### src/inc/adc_link_pkg.sv
// package of constants shared by both ends of the converter serial link
package adc_link_pkg;
	localparam int RESULT_BITS = 12;
	localparam logic [11:0] RESULT_RST = 12'h000;
	// conversion clock divider: 25 MHz / 8 = 3.125 MHz, under the 3.2 MHz ceiling
	localparam int CLK_HALF_CYC = 4;
	localparam int CLK_HALF_W = 3;
	// least select-high time between conversions, in conversion clock periods
	localparam int CS_IDLE_PER = 2;
	// falling edges after select falls before the null bit is driven
	localparam logic [4:0] NULL_EDGE = 5'h02;
	// falling edge at which the output goes high impedance: the one after null + 12 + 11 more
	localparam logic [4:0] TRISTATE_EDGE = 5'h1a;
	// frame length counted by the host, in falling edges
	localparam logic [4:0] FRAME_EDGES = 5'h1a;
endpackage : adc_link_pkg

### src/inc/adc_link_if.sv
// interface joining the converter end and the host end of the serial link
`timescale 1ns/1ps
interface adc_link_if;
	logic cs_n;
	logic conversion_clock;
	logic dout_o;
	logic dout_oe;
	modport device (
		input  cs_n,
		input  conversion_clock,
		output dout_o,
		output dout_oe
	);
	modport host (
		output cs_n,
		output conversion_clock,
		input  dout_o,
		input  dout_oe
	);
endinterface : adc_link_if

### src/design/adc_device.sv
// converter end: samples select and conversion clock, shifts out the result
// Function
// - data changes on each conversion clock falling edge
// - host samples data on rising edge
// - host may sample falling edge if hold allows
// - select falling starts conversion and transfer
// - sample phase lasts 1.5 to 2 periods
// - second falling edge drives low null bit
// - twelve result bits follow, msb first
// - then result repeats lsb first
// - after msb repeated, output goes high impedance
// - later clocks change nothing while select low
// - new conversion needs select high then low
// - result is 12-bit straight binary code
// - power down after conversion or select high
// - analog off after conversion, digital off only on select
// - host should clock fast, idle select high
// - host clock between 10 kHz and 3.2 MHz
// - bits belong to current conversion, no latency
// - select high aborts and fully powers down
`timescale 1ns/1ps
module adc_device (
	input  wire logic        i_clk_sys,
	input  wire logic        i_arst_n,
	adc_link_if.device       link,
	input  wire logic [11:0] i_analog_code,
	output logic             o_analog_pd,
	output logic             o_digital_pd,
	output logic             o_sampling,
	output logic [11:0]      o_result
);
	// ***********************************************
	// pin synchronisers
	// ***********************************************
	logic [2:0] cs_sync_q;
	logic [2:0] clk_sync_q;
	logic       cs_n_q;
	logic       sclk_q;

	always_ff @(posedge i_clk_sys or negedge i_arst_n) begin
		if (!i_arst_n) begin
			cs_sync_q  <= 3'h7;
			clk_sync_q <= 3'h0;
		end else begin
			cs_sync_q  <= {cs_sync_q[1:0], link.cs_n};
			clk_sync_q <= {clk_sync_q[1:0], link.conversion_clock};
		end
	end

	// a change counts once stages two and three agree
	always_ff @(posedge i_clk_sys or negedge i_arst_n) begin
		if (!i_arst_n) begin
			cs_n_q <= 1'b1;
			sclk_q <= 1'b0;
		end else begin
			if (cs_sync_q[1] == cs_sync_q[2])
				cs_n_q <= cs_sync_q[2];
			if (clk_sync_q[1] == clk_sync_q[2])
				sclk_q <= clk_sync_q[2];
		end
	end

	logic cs_n_d1_q;
	logic sclk_d1_q;
	always_ff @(posedge i_clk_sys or negedge i_arst_n) begin
		if (!i_arst_n) begin
			cs_n_d1_q <= 1'b1;
			sclk_d1_q <= 1'b0;
		end else begin
			cs_n_d1_q <= cs_n_q;
			sclk_d1_q <= sclk_q;
		end
	end

	logic cs_fall;
	logic sclk_fall;
	logic sclk_rise;
	assign cs_fall   = cs_n_d1_q & ~cs_n_q;
	assign sclk_fall = sclk_d1_q & ~sclk_q;
	assign sclk_rise = ~sclk_d1_q & sclk_q;

	// ***********************************************
	// bit sequencer
	// ***********************************************
	typedef enum logic [2:0] {
		ST_IDLE,
		ST_SAMPLE,
		ST_MSB_FIRST,
		ST_LSB_FIRST,
		ST_DONE
	} seq_state_t;

	seq_state_t  state_q;
	logic [4:0]  edge_cnt_q;
	logic [11:0] result_q;
	logic [3:0]  bit_idx_q;
	logic        dout_q;
	logic        oe_q;

	always_ff @(posedge i_clk_sys or negedge i_arst_n) begin
		if (!i_arst_n) begin
			state_q    <= ST_IDLE;
			edge_cnt_q <= 5'h00;
			bit_idx_q  <= 4'h0;
			dout_q     <= 1'b0;
			oe_q       <= 1'b0;
		end else if (cs_n_q) begin
			// abort: sequencer reset, output released, no bits left to send
			state_q    <= ST_IDLE;
			edge_cnt_q <= 5'h00;
			bit_idx_q  <= 4'h0;
			oe_q       <= 1'b0;
			dout_q     <= 1'b0;
		end else begin
			case (state_q)
				ST_IDLE: begin
					// only a fresh select fall starts work; a held-low select does not
					if (cs_fall) begin
						state_q    <= ST_SAMPLE;
						edge_cnt_q <= 5'h00;
					end
				end
				ST_SAMPLE: begin
					// sampling spans select fall up to the second falling edge
					if (sclk_fall) begin
						edge_cnt_q <= edge_cnt_q + 5'h01;
						if (edge_cnt_q + 5'h01 == adc_link_pkg::NULL_EDGE) begin
							oe_q      <= 1'b1;
							dout_q    <= 1'b0;
							bit_idx_q <= 4'hb;
							state_q   <= ST_MSB_FIRST;
						end
					end
				end
				ST_MSB_FIRST: begin
					if (sclk_fall) begin
						edge_cnt_q <= edge_cnt_q + 5'h01;
						dout_q     <= result_q[bit_idx_q];
						if (bit_idx_q == 4'h0) begin
							bit_idx_q <= 4'h1;
							state_q   <= ST_LSB_FIRST;
						end else begin
							bit_idx_q <= bit_idx_q - 4'h1;
						end
					end
				end
				ST_LSB_FIRST: begin
					if (sclk_fall) begin
						edge_cnt_q <= edge_cnt_q + 5'h01;
						// lsb is not sent twice: repeat starts at bit one
						if (edge_cnt_q + 5'h01 == adc_link_pkg::TRISTATE_EDGE) begin
							oe_q    <= 1'b0;
							state_q <= ST_DONE;
						end else begin
							dout_q    <= result_q[bit_idx_q];
							bit_idx_q <= bit_idx_q + 4'h1;
						end
					end
				end
				ST_DONE: begin
					state_q <= ST_DONE;
				end
				default: begin
					state_q <= ST_IDLE;
				end
			endcase
		end
	end

	// ***********************************************
	// sample capture and power state
	// ***********************************************
	// code captured at the end of sampling, so it is this conversion's own
	always_ff @(posedge i_clk_sys or negedge i_arst_n) begin
		if (!i_arst_n) begin
			result_q <= adc_link_pkg::RESULT_RST;
		end else if (!cs_n_q && state_q == ST_SAMPLE && sclk_fall
				&& edge_cnt_q + 5'h01 == adc_link_pkg::NULL_EDGE) begin
			result_q <= i_analog_code;
		end
	end

	always_ff @(posedge i_clk_sys or negedge i_arst_n) begin
		if (!i_arst_n) begin
			o_analog_pd  <= 1'b1;
			o_digital_pd <= 1'b1;
			o_sampling   <= 1'b0;
			o_result     <= adc_link_pkg::RESULT_RST;
		end else begin
			o_analog_pd  <= cs_n_q || state_q == ST_DONE || state_q == ST_IDLE;
			o_digital_pd <= cs_n_q;
			o_sampling   <= !cs_n_q && state_q == ST_SAMPLE;
			o_result     <= result_q;
		end
	end

	// rising edges are unused here: the host captures on them
	logic unused_rise;
	assign unused_rise = sclk_rise;

	assign link.dout_o  = dout_q;
	assign link.dout_oe = oe_q;

endmodule : adc_device

### src/flat_wrapper.sv
// flat-port wrapper written by rule: the top's interface ports become plain ports
module adc_device_flat 
  (i_clk_sys, i_arst_n, i_analog_code, o_analog_pd, o_digital_pd, o_sampling, o_result, link_cs_n, link_conversion_clock, link_dout_o, link_dout_oe);
  adc_link_if link_i ();
  input  wire logic i_clk_sys;
  input  wire logic i_arst_n;
  input  wire logic [11:0] i_analog_code;
  output logic o_analog_pd;
  output logic o_digital_pd;
  output logic o_sampling;
  output logic [11:0] o_result;
  input wire logic [$bits(link_i.cs_n)-1:0] link_cs_n;
  input wire logic [$bits(link_i.conversion_clock)-1:0] link_conversion_clock;
  output wire logic [$bits(link_i.dout_o)-1:0] link_dout_o;
  output wire logic [$bits(link_i.dout_oe)-1:0] link_dout_oe;
  assign link_i.cs_n = link_cs_n;
  assign link_i.conversion_clock = link_conversion_clock;
  assign link_dout_o = link_i.dout_o;
  assign link_dout_oe = link_i.dout_oe;
  adc_device u_core (.i_clk_sys(i_clk_sys), .i_arst_n(i_arst_n), .link(link_i), .i_analog_code(i_analog_code), .o_analog_pd(o_analog_pd), .o_digital_pd(o_digital_pd), .o_sampling(o_sampling), .o_result(o_result));
endmodule
### config.mk
export PLATFORM = sky130hd
export DESIGN_NAME = adc_device_flat
export DESIGN_NICKNAME = d
export VERILOG_FILES = /design/src/inc/adc_link_pkg.sv /design/src/inc/adc_link_if.sv /design/src/design/adc_device.sv /design/src/flat_wrapper.sv
export SDC_FILE = /design/constraint.sdc
export NUM_CORES = 1
export LEC_CHECK = 0
export BUFFER_PORTS_ARGS = -buffer_cell sky130_fd_sc_hd__buf_2
export CORE_ASPECT_RATIO = 1.25
export CORE_MARGIN = 2
export CORE_UTILIZATION = 34
export CTS_CLUSTER_SIZE = 14
export DETAILED_ROUTE_END_ITERATION = 10
export PLACE_DENSITY = 0.63
export SETUP_SLACK_MARGIN = 0.05
export SLEW_MARGIN = 20
export SYNTH_ARGS = -nofsm -noshare
export SYNTH_HDL_FRONTEND = slang
export SYNTH_SLANG_ARGS = --single-unit
### constraint.sdc
create_clock -name i_clk_sys -period 2.5 [get_ports i_clk_sys]
set_clock_uncertainty 0.1 [all_clocks]
set_input_delay 0 -clock i_clk_sys [delete_from_list [all_inputs] [get_ports i_clk_sys]]
set_output_delay 0 -clock i_clk_sys [all_outputs]
set_load 0.1 [all_outputs]
==> impl_metrics.xml, run 1 <==
<?xml version="1.0" encoding="UTF-8"?>
<metrics>
  <group name="timing">
    <metric name="final-setup-viol-count" unit="">0</metric>
    <metric name="achievable-frequency" unit="MHz">440</metric>
    <metric name="period_needed" unit="ns">2.27</metric>
    <metric name="timing.final.crit_share" unit="">0.909</metric>
    <metric name="postLayoutSetupSlackWorst" unit="ns">0.229</metric>
    <metric name="slew-limit-headroom" unit="">0.599</metric>
    <metric name="maxSlewViolCount" unit="">0</metric>
    <metric name="tightestPinTransition" unit="ns">0.601</metric>
    <metric name="setup-tns-final" unit="ns">0</metric>
    <metric name="unrepaired_setup_endpoints_after_global_routing" unit="">no</metric>
    <metric name="finalHoldViolations" unit="">0</metric>
  </group>
  <group name="flow_run">
    <metric name="max_cap_violations" unit="">0</metric>
  </group>
  <group name="logic_synthesis">
    <metric name="yosys_register_bits" unit="">50</metric>
    <metric name="synth.yosys.seq_area_share" unit="">0.540</metric>
    <metric name="synthesis.area" unit="um2">2330</metric>
    <metric name="synth-main-ff-cell" unit="">dfrtp_1</metric>
    <metric name="post_synth_num_cell_types" unit="">51</metric>
    <metric name="edff_count_synth" unit="">0</metric>
    <metric name="yosysMostFrequentCell" unit="">dfrtp_1</metric>
    <metric name="yosys-top-cells-count" unit="">dfrtp_1, mux2_1, nand2_1, nor2_1, a21oi_1</metric>
    <metric name="synthDominantCellAreaShare" unit="">0.472</metric>
    <metric name="syn_nets" unit="">208</metric>
    <metric name="synth.avg_cell_area" unit="um2">12.4</metric>
    <metric name="netlist_instances" unit="">188</metric>
    <metric name="synth.largest_area_cell" unit="">dfrtp_1</metric>
    <metric name="synth.area.top_cells" unit="">dfrtp_1, dfstp_2, mux2_1</metric>
    <metric name="synth_warnings" unit="">0</metric>
    <metric name="asyncSetResetFlopFracSynth" unit="">1.00</metric>
  </group>
  <group name="placement">
    <metric name="gp_routability_congestion" unit="">0.888</metric>
    <metric name="placed_area" unit="um2">2580</metric>
    <metric name="io_buffer_count" unit="">32</metric>
    <metric name="dpl_ws" unit="ns">0.237</metric>
    <metric name="dp_hpwl" unit="mm">2.95</metric>
  </group>
  <group name="worst_setup_path">
    <metric name="startpoint_type_of_the_worst_setup_path" unit="">flop</metric>
    <metric name="max_incr_delay_on_cp" unit="ns">0.46</metric>
    <metric name="crit_type" unit="">reg2reg</metric>
    <metric name="cp.buffers_inverters" unit="">0</metric>
    <metric name="path_delay_family" unit="">compound AO/OA/AOI/OAI gates</metric>
    <metric name="worst_path_max_delay_cell" unit="">dfrtp_1</metric>
    <metric name="worst_ep_arrival_time" unit="ns">2.36</metric>
    <metric name="cp_max_fo" unit="">7</metric>
    <metric name="critical_path.cell_chain" unit="">ha_1, nor3_1, a31oi_2, o31ai_4, a21boi_4, mux2_4</metric>
    <metric name="worst_setup_path_end_kind" unit="">flop</metric>
    <metric name="timing.critical_path.required" unit="ns">2.59</metric>
  </group>
  <group name="cts">
    <metric name="cts_max_level" unit="">2</metric>
    <metric name="clockRootBuffer" unit="">clkbuf_8</metric>
    <metric name="path_clk_slew" unit="ns">0.09</metric>
    <metric name="tritoncts" unit="">done</metric>
    <metric name="cts-buffers-inserted" unit="">5</metric>
    <metric name="clock_path_buffers" unit="">2</metric>
    <metric name="numClockSinks" unit="">50</metric>
    <metric name="cts_setup_buffers" unit="">0</metric>
    <metric name="clock_latency" unit="ns">0.30</metric>
  </group>
  <group name="final_layout">
    <metric name="stdcell_area" unit="um2">2820</metric>
    <metric name="layout.nets" unit="">258</metric>
    <metric name="layout-area-overhead-vs-synth" unit="%">21.0</metric>
    <metric name="post_route_cells_drive_above_1_share" unit="">0.301</metric>
    <metric name="filler_cell_count" unit="">666</metric>
    <metric name="n_antenna_cell" unit="">0</metric>
  </group>
  <group name="floorplanning">
    <metric name="die_w" unit="um">78.1</metric>
    <metric name="io_pins" unit="">33</metric>
    <metric name="design.die.area" unit="um2">7540</metric>
    <metric name="floorplan.initialDensity" unit="">0.353</metric>
    <metric name="floorplan.die.height" unit="um">96.6</metric>
    <metric name="placeableCoreArea" unit="um2">6610</metric>
    <metric name="placement_rows" unit="">33</metric>
  </group>
  <group name="routing">
    <metric name="antenna_violating_nets_post_route" unit="">0</metric>
    <metric name="wl_per_cell" unit="um">13.1</metric>
    <metric name="drt-total-wl" unit="mm">4.27</metric>
    <metric name="drt_first_pass_iters" unit="">4</metric>
    <metric name="drt_first_iter_violations" unit="">111</metric>
    <metric name="drt_drc_violations_left" unit="">0</metric>
    <metric name="dr_total_vias" unit="">1567</metric>
    <metric name="avg_vias_per_cell" unit="">4.81</metric>
  </group>
  <group name="grt">
    <metric name="number_of_antenna_violations_at_the_first_check_in_global_routing" unit="">0</metric>
    <metric name="pin_count_of_the_biggest_net_entering_global_routing" unit="">51</metric>
    <metric name="grt_overflow_total" unit="">0</metric>
    <metric name="groute.usage.overall" unit="">0.122</metric>
    <metric name="global_route_wire_length_before_repair" unit="mm">7.49</metric>
    <metric name="first_global_vias" unit="">1615</metric>
  </group>
  <group name="pwr">
    <metric name="power.density" unit="nW/um2">1340</metric>
    <metric name="vdd_ir_drop_max" unit="mV">0.767</metric>
    <metric name="power_frac_clock" unit="">0.123</metric>
    <metric name="leakagePower" unit="nW">1.23</metric>
    <metric name="share_comb_of_total_power" unit="">0.528</metric>
    <metric name="switching_share" unit="">0.508</metric>
    <metric name="switchingPower" unit="mW">1.92</metric>
    <metric name="power.share.sequential" unit="">0.349</metric>
    <metric name="internal_power" unit="mW">1.86</metric>
  </group>
  <group name="status">
    <metric name="outcome" unit="">complete, no violations</metric>
  </group>
  <group name="min_path">
    <metric name="worstHoldPathType" unit="">in2async</metric>
  </group>
</metrics>
==> power groups by stage <==
stage,clock [mW],sequential [mW],combinational [mW]
after global routing,0.513,1.36,2.12
after global placement,0,1.32,1.98
after floorplan,0,2.18,0.769
after detailed placement,0,1.33,1.98
after CTS,0.482,1.32,2.01
final,0.463,1.32,2.00
==> layer usage <==
metal | up-vias | share of wire | track usage | routed length [um]
met5 | - | 0 | 0 | 0
met4 | 0 | 0.013 | 0.0513 | 56
met3 | 4 | 0.027 | 0.0243 | 116
met2 | 30 | 0.49 | 0.195 | 2100
met1 | 771 | 0.47 | 0.161 | 1990
li1 | 762 | - | - | -
==> flip-flops by register name (all words and copies together), names as in the netlist <==
name	flops
u_core.bit_idx_q	4
u_core.clk_sync_q	3
u_core.cs_n_d1_q	1
u_core.cs_n_q	1
u_core.cs_sync_q	3
u_core.edge_cnt_q	5
u_core.link.dout_o	1
u_core.link.dout_oe	1
u_core.o_analog_pd	1
u_core.o_result	12
u_core.o_sampling	1
u_core.result_q	12
u_core.sclk_d1_q	1
u_core.sclk_q	1
u_core.state_q	3
==> cells by family after synthesis <==
logic type | synth area share
xor+xnor | 0.0268
mux | 0.123
compound gates | 0.109
buf+inv | 0.0349
fa+ha+maj | 0.0300
flops | 0.540
simple gates | 0.137
==> cell type report <==
| type | count | area (um2) | share of cell area |
|---|---|---|---|
| Clock inverter | 3 | 18.8 | 0.00665 |
| Multi-Input combinational cell | 123 | 992 | 0.352 |
| Inverter | 5 | 18.8 | 0.00665 |
| Clock buffer | 5 | 68.8 | 0.0244 |
| Tap cell | 87 | 109 | 0.0386 |
| Sequential cell | 50 | 1260 | 0.446 |
| Timing Repair Buffer | 53 | 355 | 0.126 |
==> path summary, 6_finish.rpt <==
| check | startpoint | to | slack, ns | depth (start not counted) |
|---|---|---|---|---|
| setup / recovery | u_core.edge_cnt_q[0] | u_core.bit_idx_q[1] | 0.23 | 6 |
| hold / removal | i_arst_n | u_core.clk_sync_q[0] | 0.22 | 3 |
| setup reg to reg | u_core.edge_cnt_q[0] | u_core.bit_idx_q[1] | 0.23 | 6 |
| hold reg to reg | u_core.clk_sync_q[0] | u_core.clk_sync_q[1] | 0.26 | 0 |
| max in group asynchronous | i_arst_n | u_core.o_sampling | 1.67 | 3 |
| min in group i_clk_sys | link_cs_n | u_core.cs_sync_q[0] | 0.24 | 2 |
==> per-stage QoR <==
| step | cells | power, mW | util | hold WS (ns) |
|---|---|---|---|---|
| 2_1_floorplan | 188 | 2.95 | - | -0.396 |
| 5_1_grt | 326 | 4.00 | 0.427 | 0.233 |
| 4_1_cts | 326 | 3.81 | 0.427 | 0.229 |
| 6_report | 326 | 3.78 | 0.427 | 0.224 |
| 3_3_place_gp | 303 | 3.30 | 0.391 | 0.00435 |
| 3_5_place_dp | 303 | 3.31 | 0.391 | 0.00973 |
==> worst min-delay path, cell delays in order <==
cell and delay (ns):
dlygate4sd3_1 0.52, buf_2 0.09, buf_4 0.48
==> timing repair <==
action / CTS / global route
resized for setup: 0 / 0
endpoints found under the hold margin: 58 / 0
hold buffers: 15 / 0
==> placed cells by master, fill, tap and decap left out, types with 3 or more instances in the layout <==
cell,instances
or2_2,3
nand2b_1,5
clkbuf_8,5
inv_1,5
a21oi_1,7
buf_2,32
mux2_1,13
nand2_1,11
nor2_1,11
o31ai_1,3
mux2_4,5
ha_1,4
dfstp_2,6
nand3_1,5
o21ai_1,5
nor3b_1,3
buf_4,6
nor3_1,4
xnor2_1,3
o21ai_0,5
dfrtp_1,44
dlygate4sd3_1,15
Note: power is estimated with default switching activity, not from simulation.
==> inputs of run 2 (changes only) <==
--- a/config.mk
+++ b/config.mk
@@ -8,10 +8,10 @@
 export BUFFER_PORTS_ARGS = -buffer_cell sky130_fd_sc_hd__buf_2
 export CORE_ASPECT_RATIO = 1.25
 export CORE_MARGIN = 2
-export CORE_UTILIZATION = 34
+export CORE_UTILIZATION = 53
 export CTS_CLUSTER_SIZE = 14
 export DETAILED_ROUTE_END_ITERATION = 10
-export PLACE_DENSITY = 0.63
+export PLACE_DENSITY = 0.86
 export SETUP_SLACK_MARGIN = 0.05
 export SLEW_MARGIN = 20
 export SYNTH_ARGS = -nofsm -noshare
==> impl_metrics.xml, run 2 (synthesis results as in run 1) <==
<?xml version="1.0" encoding="UTF-8"?>
<metrics>
  <group name="status">
    <metric name="outcome" unit="">complete, no violations</metric>
  </group>
  <group name="floorplanning">
    <metric name="floorplan.initialDensity" unit="">0.539</metric>
    <metric name="placeableCoreArea" unit="um2">4320</metric>
    <metric name="floorplan.die.height" unit="um">78.2</metric>
    <metric name="die_w" unit="um">63.3</metric>
    <metric name="placement_rows" unit="">27</metric>
    <metric name="design.die.area" unit="um2">4950</metric>
    <metric name="io_pins" unit="">33</metric>
  </group>
  <group name="worst_setup_path">
    <metric name="worst_setup_path_end_kind" unit="">flop</metric>
    <metric name="rr_startpoint" unit="">u_core.edge_cnt_q[0]</metric>
    <metric name="critical_path.cell_chain" unit="">ha_1, nor3_1, a31oi_2, o31ai_4, a21boi_4, mux2_4</metric>
    <metric name="timing.critical_path.required" unit="ns">2.60</metric>
    <metric name="worst-r2r-setup-slack" unit="ns">0.15</metric>
    <metric name="cp_max_fo" unit="">7</metric>
    <metric name="max_incr_delay_on_cp" unit="ns">0.46</metric>
    <metric name="worst_path_max_delay_cell" unit="">dfrtp_1</metric>
    <metric name="cp.buffers_inverters" unit="">0</metric>
    <metric name="worst-r2r-cell-count" unit="">6</metric>
    <metric name="startpoint_type_of_the_worst_setup_path" unit="">flop</metric>
    <metric name="worst_ep_arrival_time" unit="ns">2.45</metric>
    <metric name="worstSetupPathDepth" unit="">6</metric>
    <metric name="reg2reg_to" unit="">u_core.bit_idx_q[3]</metric>
    <metric name="crit_type" unit="">reg2reg</metric>
    <metric name="path_delay_family" unit="">compound AO/OA/AOI/OAI gates</metric>
  </group>
  <group name="final_layout">
    <metric name="largest_registers_ranked_by_flip_flop_count" unit="">u_core.o_result x12, u_core.result_q x12, u_core.edge_cnt_q x5</metric>
    <metric name="commonest_cells_after_routing_fill_and_taps_aside" unit="">dfrtp_1, buf_2, dlygate4sd3_1, mux2_1, nor2_1</metric>
    <metric name="layout-area-overhead-vs-synth" unit="%">18.8</metric>
    <metric name="multi_input_comb_area" unit="um2">995</metric>
    <metric name="post_route_cells_drive_above_1_share" unit="">0.292</metric>
    <metric name="layout.nets" unit="">255</metric>
    <metric name="filler_cell_count" unit="">336</metric>
    <metric name="ff_latch_area" unit="um2">1260</metric>
    <metric name="n_antenna_cell" unit="">0</metric>
    <metric name="layout_commonest_cell" unit="">dfrtp_1</metric>
  </group>
  <group name="routing">
    <metric name="dr_total_vias" unit="">1602</metric>
    <metric name="avg_vias_per_cell" unit="">5.45</metric>
    <metric name="drt_first_pass_iters" unit="">4</metric>
    <metric name="antenna_violating_nets_post_route" unit="">0</metric>
    <metric name="drt-total-wl" unit="mm">4.65</metric>
    <metric name="drt_drc_violations_left" unit="">0</metric>
    <metric name="wl_per_cell" unit="um">15.8</metric>
    <metric name="drt_first_iter_violations" unit="">55</metric>
  </group>
  <group name="cts">
    <metric name="clock_latency" unit="ns">0.31</metric>
    <metric name="clockRootBuffer" unit="">clkbuf_8</metric>
    <metric name="tritoncts" unit="">done</metric>
    <metric name="clock_path_buffers" unit="">2</metric>
    <metric name="numClockSinks" unit="">50</metric>
    <metric name="cts_setup_buffers" unit="">0</metric>
    <metric name="path_clk_slew" unit="ns">0.10</metric>
    <metric name="cts_max_level" unit="">2</metric>
    <metric name="cts-buffers-inserted" unit="">5</metric>
  </group>
  <group name="timing">
    <metric name="tightestPinTransition" unit="ns">0.601</metric>
    <metric name="slew-limit-headroom" unit="">0.599</metric>
    <metric name="maxSlewViolCount" unit="">0</metric>
    <metric name="setup-tns-final" unit="ns">0</metric>
    <metric name="achievable-frequency" unit="MHz">425</metric>
    <metric name="timing.final.crit_share" unit="">0.941</metric>
    <metric name="period_needed" unit="ns">2.35</metric>
    <metric name="unrepaired_setup_endpoints_after_global_routing" unit="">no</metric>
    <metric name="finalHoldViolations" unit="">0</metric>
    <metric name="postLayoutSetupSlackWorst" unit="ns">0.148</metric>
    <metric name="final-setup-viol-count" unit="">0</metric>
  </group>
  <group name="grt">
    <metric name="number_of_antenna_violations_at_the_first_check_in_global_routing" unit="">0</metric>
    <metric name="global_route_wire_length_before_repair" unit="mm">7.82</metric>
    <metric name="groute.usage.overall" unit="">0.210</metric>
    <metric name="grt_overflow_total" unit="">0</metric>
    <metric name="first_global_vias" unit="">1627</metric>
    <metric name="pin_count_of_the_biggest_net_entering_global_routing" unit="">51</metric>
  </group>
  <group name="placement">
    <metric name="dpl_ws" unit="ns">0.195</metric>
    <metric name="dp_hpwl" unit="mm">2.80</metric>
    <metric name="gp_routability_congestion" unit="">0.822</metric>
    <metric name="io_buffer_count" unit="">32</metric>
  </group>
  <group name="min_path">
    <metric name="worstHoldPathType" unit="">in2async</metric>
  </group>
  <group name="pwr">
    <metric name="leakagePower" unit="nW">1.21</metric>
    <metric name="power.density" unit="nW/um2">1380</metric>
    <metric name="vdd_ir_drop_max" unit="mV">0.768</metric>
  </group>
  <group name="flow_run">
    <metric name="max_cap_violations" unit="">0</metric>
  </group>
</metrics>
[run 2: cell count changes in the layout (fill, tap and decap cells not counted)]
cell / change
clkbuf_1: +1
buf_4: -2
nand2_2: +1
clkinv_2: -2
nand2_1: -1
inv_6: +1
buf_2: -1
[run 2: area by class of cell]
type	count	area share
Sequential cell	50	0.454
Multi-Input combinational cell	123	0.359
Timing Repair Buffer	50	0.121
Clock buffer	6	0.0262
Tap cell	58	0.0262
Inverter	5	0.00678
Clock inverter	2	0.00632
[run 2: worst reg2reg max path: stages, from the launching register on]
cell and delay [ns]:
dfrtp_1 0.46, ha_1 0.32, nor3_1 0.26, a31oi_2 0.10, o31ai_4 0.29, a21boi_4 0.38, mux2_4 0.33
[run 2: metal layers]
metal	track usage	share of wire	vias to the layer above
met5	0	0	-
met4	0.100	0.022	0
met3	0.0473	0.048	9
met2	0.357	0.52	45
met1	0.250	0.41	786
li1	-	-	762
[run 2: through the flow]
step / utilization / instance area, um2 / total power [mW] / cells / hold WS (ns)
CTS: 0.639 / 2770 / 3.81 / 294 / 0.223
global placement: 0.584 / 2520 / 3.26 / 271 / 0.00453
global route: 0.641 / 2770 / 4.03 / 294 / 0.197
detailed placement: 0.584 / 2520 / 3.29 / 271 / 0.00687
finish: 0.641 / 2770 / 3.83 / 294 / 0.131
floorplan: - / 2330 / 2.95 / 188 / -0.396
[run 2: worst max-delay path by stage]
| stage | start | to | slack, ns |
|---|---|---|---|
| floorplan | u_core.edge_cnt_q[0] | u_core.link.dout_o | 0.40 |
| global placement | u_core.edge_cnt_q[0] | u_core.bit_idx_q[2] | 0.24 |
| detailed placement | u_core.edge_cnt_q[0] | u_core.result_q[1] | 0.20 |
| CTS | u_core.edge_cnt_q[0] | u_core.result_q[1] | 0.14 |
| global route | u_core.edge_cnt_q[0] | u_core.bit_idx_q[3] | 0.05 |
| finish | u_core.edge_cnt_q[0] | u_core.bit_idx_q[3] | 0.15 |
[run 2: power by group]
part / leakage [nW] / switching [mW] / total (mW) / internal [mW]
Combinational: 0.567 / 1.45 / 2.00 / 0.549
Clock: 0.0462 / 0.288 / 0.493 / 0.205
Sequential: 0.599 / 0.231 / 1.34 / 1.11
[run 2: repair_timing]
item,in CTS,in global routing
resized for setup,0,1
endpoints found under the setup margin,0,12
endpoints found under the hold margin,58,0
hold buffers,15,0
==> inputs of run 3 (changes only) <==
--- a/config.mk
+++ b/config.mk
@@ -11,7 +11,7 @@
 export CORE_UTILIZATION = 53
 export CTS_CLUSTER_SIZE = 14
 export DETAILED_ROUTE_END_ITERATION = 10
-export PLACE_DENSITY = 0.86
+export PLACE_DENSITY_LB_ADDON = 0.15
 export SETUP_SLACK_MARGIN = 0.05
 export SLEW_MARGIN = 20
 export SYNTH_ARGS = -nofsm -noshare
==> impl_metrics.xml, run 3 (synthesis results as in run 1) <==
<?xml version="1.0" encoding="UTF-8"?>
<metrics>
  <group name="status">
    <metric name="outcome" unit="">complete, no violations</metric>
  </group>
  <group name="routing">
    <metric name="wl_met1" unit="mm">1.87</metric>
    <metric name="drt_drc_violations_left" unit="">0</metric>
    <metric name="drt_first_iter_violations" unit="">92</metric>
    <metric name="antenna_violating_nets_post_route" unit="">0</metric>
    <metric name="drt_first_pass_iters" unit="">4</metric>
    <metric name="met3_length" unit="um">179</metric>
    <metric name="dr_wl_met2" unit="mm">2.43</metric>
    <metric name="avg_vias_per_cell" unit="">5.43</metric>
    <metric name="drt-total-wl" unit="mm">4.51</metric>
    <metric name="dr_total_vias" unit="">1595</metric>
    <metric name="top_layer_used" unit="">met4</metric>
    <metric name="wl_per_cell" unit="um">15.3</metric>
  </group>
  <group name="placement">
    <metric name="gp_routability_congestion" unit="">0.928</metric>
    <metric name="placed_area" unit="um2">2520</metric>
    <metric name="io_buffer_count" unit="">32</metric>
    <metric name="dp_hpwl" unit="mm">3.12</metric>
  </group>
  <group name="pwr">
    <metric name="switchingPower" unit="mW">1.94</metric>
    <metric name="power.share.sequential" unit="">0.349</metric>
    <metric name="power.density" unit="nW/um2">1390</metric>
    <metric name="switching_share" unit="">0.499</metric>
    <metric name="share_comb_of_total_power" unit="">0.500</metric>
    <metric name="leakagePower" unit="nW">1.22</metric>
    <metric name="internal_power" unit="mW">1.95</metric>
    <metric name="vdd_ir_drop_max" unit="mV">0.916</metric>
    <metric name="power_frac_clock" unit="">0.151</metric>
  </group>
  <group name="flow_run">
    <metric name="max_cap_violations" unit="">0</metric>
  </group>
  <group name="cts">
    <metric name="cts_max_level" unit="">2</metric>
    <metric name="clockRootBuffer" unit="">clkbuf_8</metric>
    <metric name="cts-buffers-inserted" unit="">5</metric>
    <metric name="path_clk_slew" unit="ns">0.10</metric>
    <metric name="clock_path_buffers" unit="">2</metric>
    <metric name="numClockSinks" unit="">50</metric>
    <metric name="tritoncts" unit="">done</metric>
    <metric name="clock_latency" unit="ns">0.30</metric>
    <metric name="postCtsResizedCells" unit="">0</metric>
  </group>
  <group name="floorplanning">
    <metric name="placement_rows" unit="">27</metric>
    <metric name="die_w" unit="um">63.3</metric>
    <metric name="floorplan.initialDensity" unit="">0.539</metric>
    <metric name="placeableCoreArea" unit="um2">4320</metric>
    <metric name="design.die.area" unit="um2">4950</metric>
    <metric name="io_pins" unit="">33</metric>
    <metric name="floorplan.die.height" unit="um">78.2</metric>
  </group>
  <group name="worst_setup_path">
    <metric name="crit_type" unit="">reg2reg</metric>
    <metric name="cp_max_fo" unit="">7</metric>
    <metric name="worst_ep_arrival_time" unit="ns">2.38</metric>
    <metric name="worst-r2r-cell-count" unit="">6</metric>
    <metric name="startpoint_type_of_the_worst_setup_path" unit="">flop</metric>
    <metric name="worst_setup_path_end_kind" unit="">flop</metric>
    <metric name="worst-r2r-setup-slack" unit="ns">0.22</metric>
    <metric name="rr_startpoint" unit="">u_core.edge_cnt_q[0]</metric>
    <metric name="reg2reg_to" unit="">u_core.bit_idx_q[0]</metric>
    <metric name="timing.critical_path.required" unit="ns">2.60</metric>
  </group>
  <group name="final_layout">
    <metric name="post_route_cells_drive_above_1_share" unit="">0.292</metric>
    <metric name="n_antenna_cell" unit="">0</metric>
    <metric name="commonest_cells_after_routing_fill_and_taps_aside" unit="">dfrtp_1, buf_2, dlygate4sd3_1, mux2_1</metric>
    <metric name="stdcell_area" unit="um2">2800</metric>
    <metric name="layout.nets" unit="">255</metric>
    <metric name="layout_commonest_cell" unit="">dfrtp_1</metric>
    <metric name="layout-area-overhead-vs-synth" unit="%">19.8</metric>
    <metric name="largest_registers_ranked_by_flip_flop_count" unit="">u_core.o_result x12, u_core.result_q x12, u_core.edge_cnt_q x5</metric>
  </group>
  <group name="timing">
    <metric name="finalHoldViolations" unit="">0</metric>
    <metric name="final-setup-viol-count" unit="">0</metric>
    <metric name="maxSlewViolCount" unit="">0</metric>
    <metric name="setup-tns-final" unit="ns">0</metric>
    <metric name="slew-limit-headroom" unit="">0.593</metric>
    <metric name="achievable-frequency" unit="MHz">439</metric>
    <metric name="period_needed" unit="ns">2.28</metric>
    <metric name="tightestPinTransition" unit="ns">0.611</metric>
    <metric name="unrepaired_setup_endpoints_after_global_routing" unit="">no</metric>
    <metric name="timing.final.crit_share" unit="">0.911</metric>
  </group>
  <group name="min_path">
    <metric name="worstHoldPathType" unit="">in2async</metric>
  </group>
  <group name="grt">
    <metric name="grt_overflow_total" unit="">0</metric>
    <metric name="groute.usage.overall" unit="">0.195</metric>
    <metric name="pin_count_of_the_biggest_net_entering_global_routing" unit="">51</metric>
    <metric name="first_global_vias" unit="">1642</metric>
    <metric name="number_of_antenna_violations_at_the_first_check_in_global_routing" unit="">0</metric>
    <metric name="global_route_wire_length_before_repair" unit="mm">7.67</metric>
  </group>
</metrics>
run 3: cell count changes in the layout (fill, tap and decap cells not counted), sizes merged:
cell      previous run  this run
clkbuf               6         5
clkinvlp             0         1
bufinv               0         1
inv                  7         6
run 3: through the flow:
step | utilization | std cells | hold WS, ns | setup slack (ns) | total power [mW]
global placement | 0.584 | 271 | 0.00590 | 0.291 | 3.25
floorplan | - | 188 | -0.396 | 0.397 | 2.95
CTS | 0.646 | 294 | 0.227 | 0.222 | 3.91
detailed placement | 0.584 | 271 | 0.00684 | 0.229 | 3.30
finish | 0.646 | 294 | 0.151 | 0.222 | 3.89
global route | 0.646 | 294 | 0.228 | 0.137 | 4.09
run 3: how the worst max path moves through the flow:
stage	from	to	slack (ns)	depth (start not counted)
after CTS	u_core.edge_cnt_q[0]	u_core.link.dout_o	0.22	6
after global placement	u_core.edge_cnt_q[0]	u_core.bit_idx_q[1]	0.29	6
after floorplan	u_core.edge_cnt_q[0]	u_core.link.dout_o	0.40	6
after global routing	u_core.edge_cnt_q[0]	u_core.link.dout_o	0.14	6
after detailed placement	u_core.edge_cnt_q[0]	u_core.link.dout_o	0.23	6
final	u_core.edge_cnt_q[0]	u_core.bit_idx_q[0]	0.22	6
run 3: power groups by stage:
stage	clock [mW]	combinational (mW)	sequential (mW)
floorplan	0	0.769	2.18
global placement	0	1.90	1.35
detailed placement	0	1.93	1.37
CTS	0.602	1.95	1.36
global route	0.630	2.05	1.40
finish	0.587	1.95	1.36
run 3: timing repair:
action / CTS / global route
endpoints found under the hold margin: 58 / 0
hold buffers: 15 / 0
setup buffers: 0 / 0
run 3: metal layers:
metal / vias up / global-route usage
li1: 759 / -
met1: 785 / 0.258
met2: 45 / 0.333
met3: 6 / 0.0330
met4: 0 / 0.0500
met5: - / 0
run 3: layout make-up:
cell class,count,area [um2]
well taps,58,72.6
flip-flops and latches,50,1260
repair buffers,50,335
clock inverters,3,48.8
multi-input cells,123,992
clock buffers,5,68.8
fillers,366,1530
inverters,5,18.8
run 3: worst max-delay path, cell delays in order, from the launching register on:
cell and delay [ns]:
dfrtp_1 0.46, ha_1 0.31, nor3_1 0.23, a31oi_2 0.10
o31ai_4 0.29, a21boi_4 0.35, mux2_4 0.33
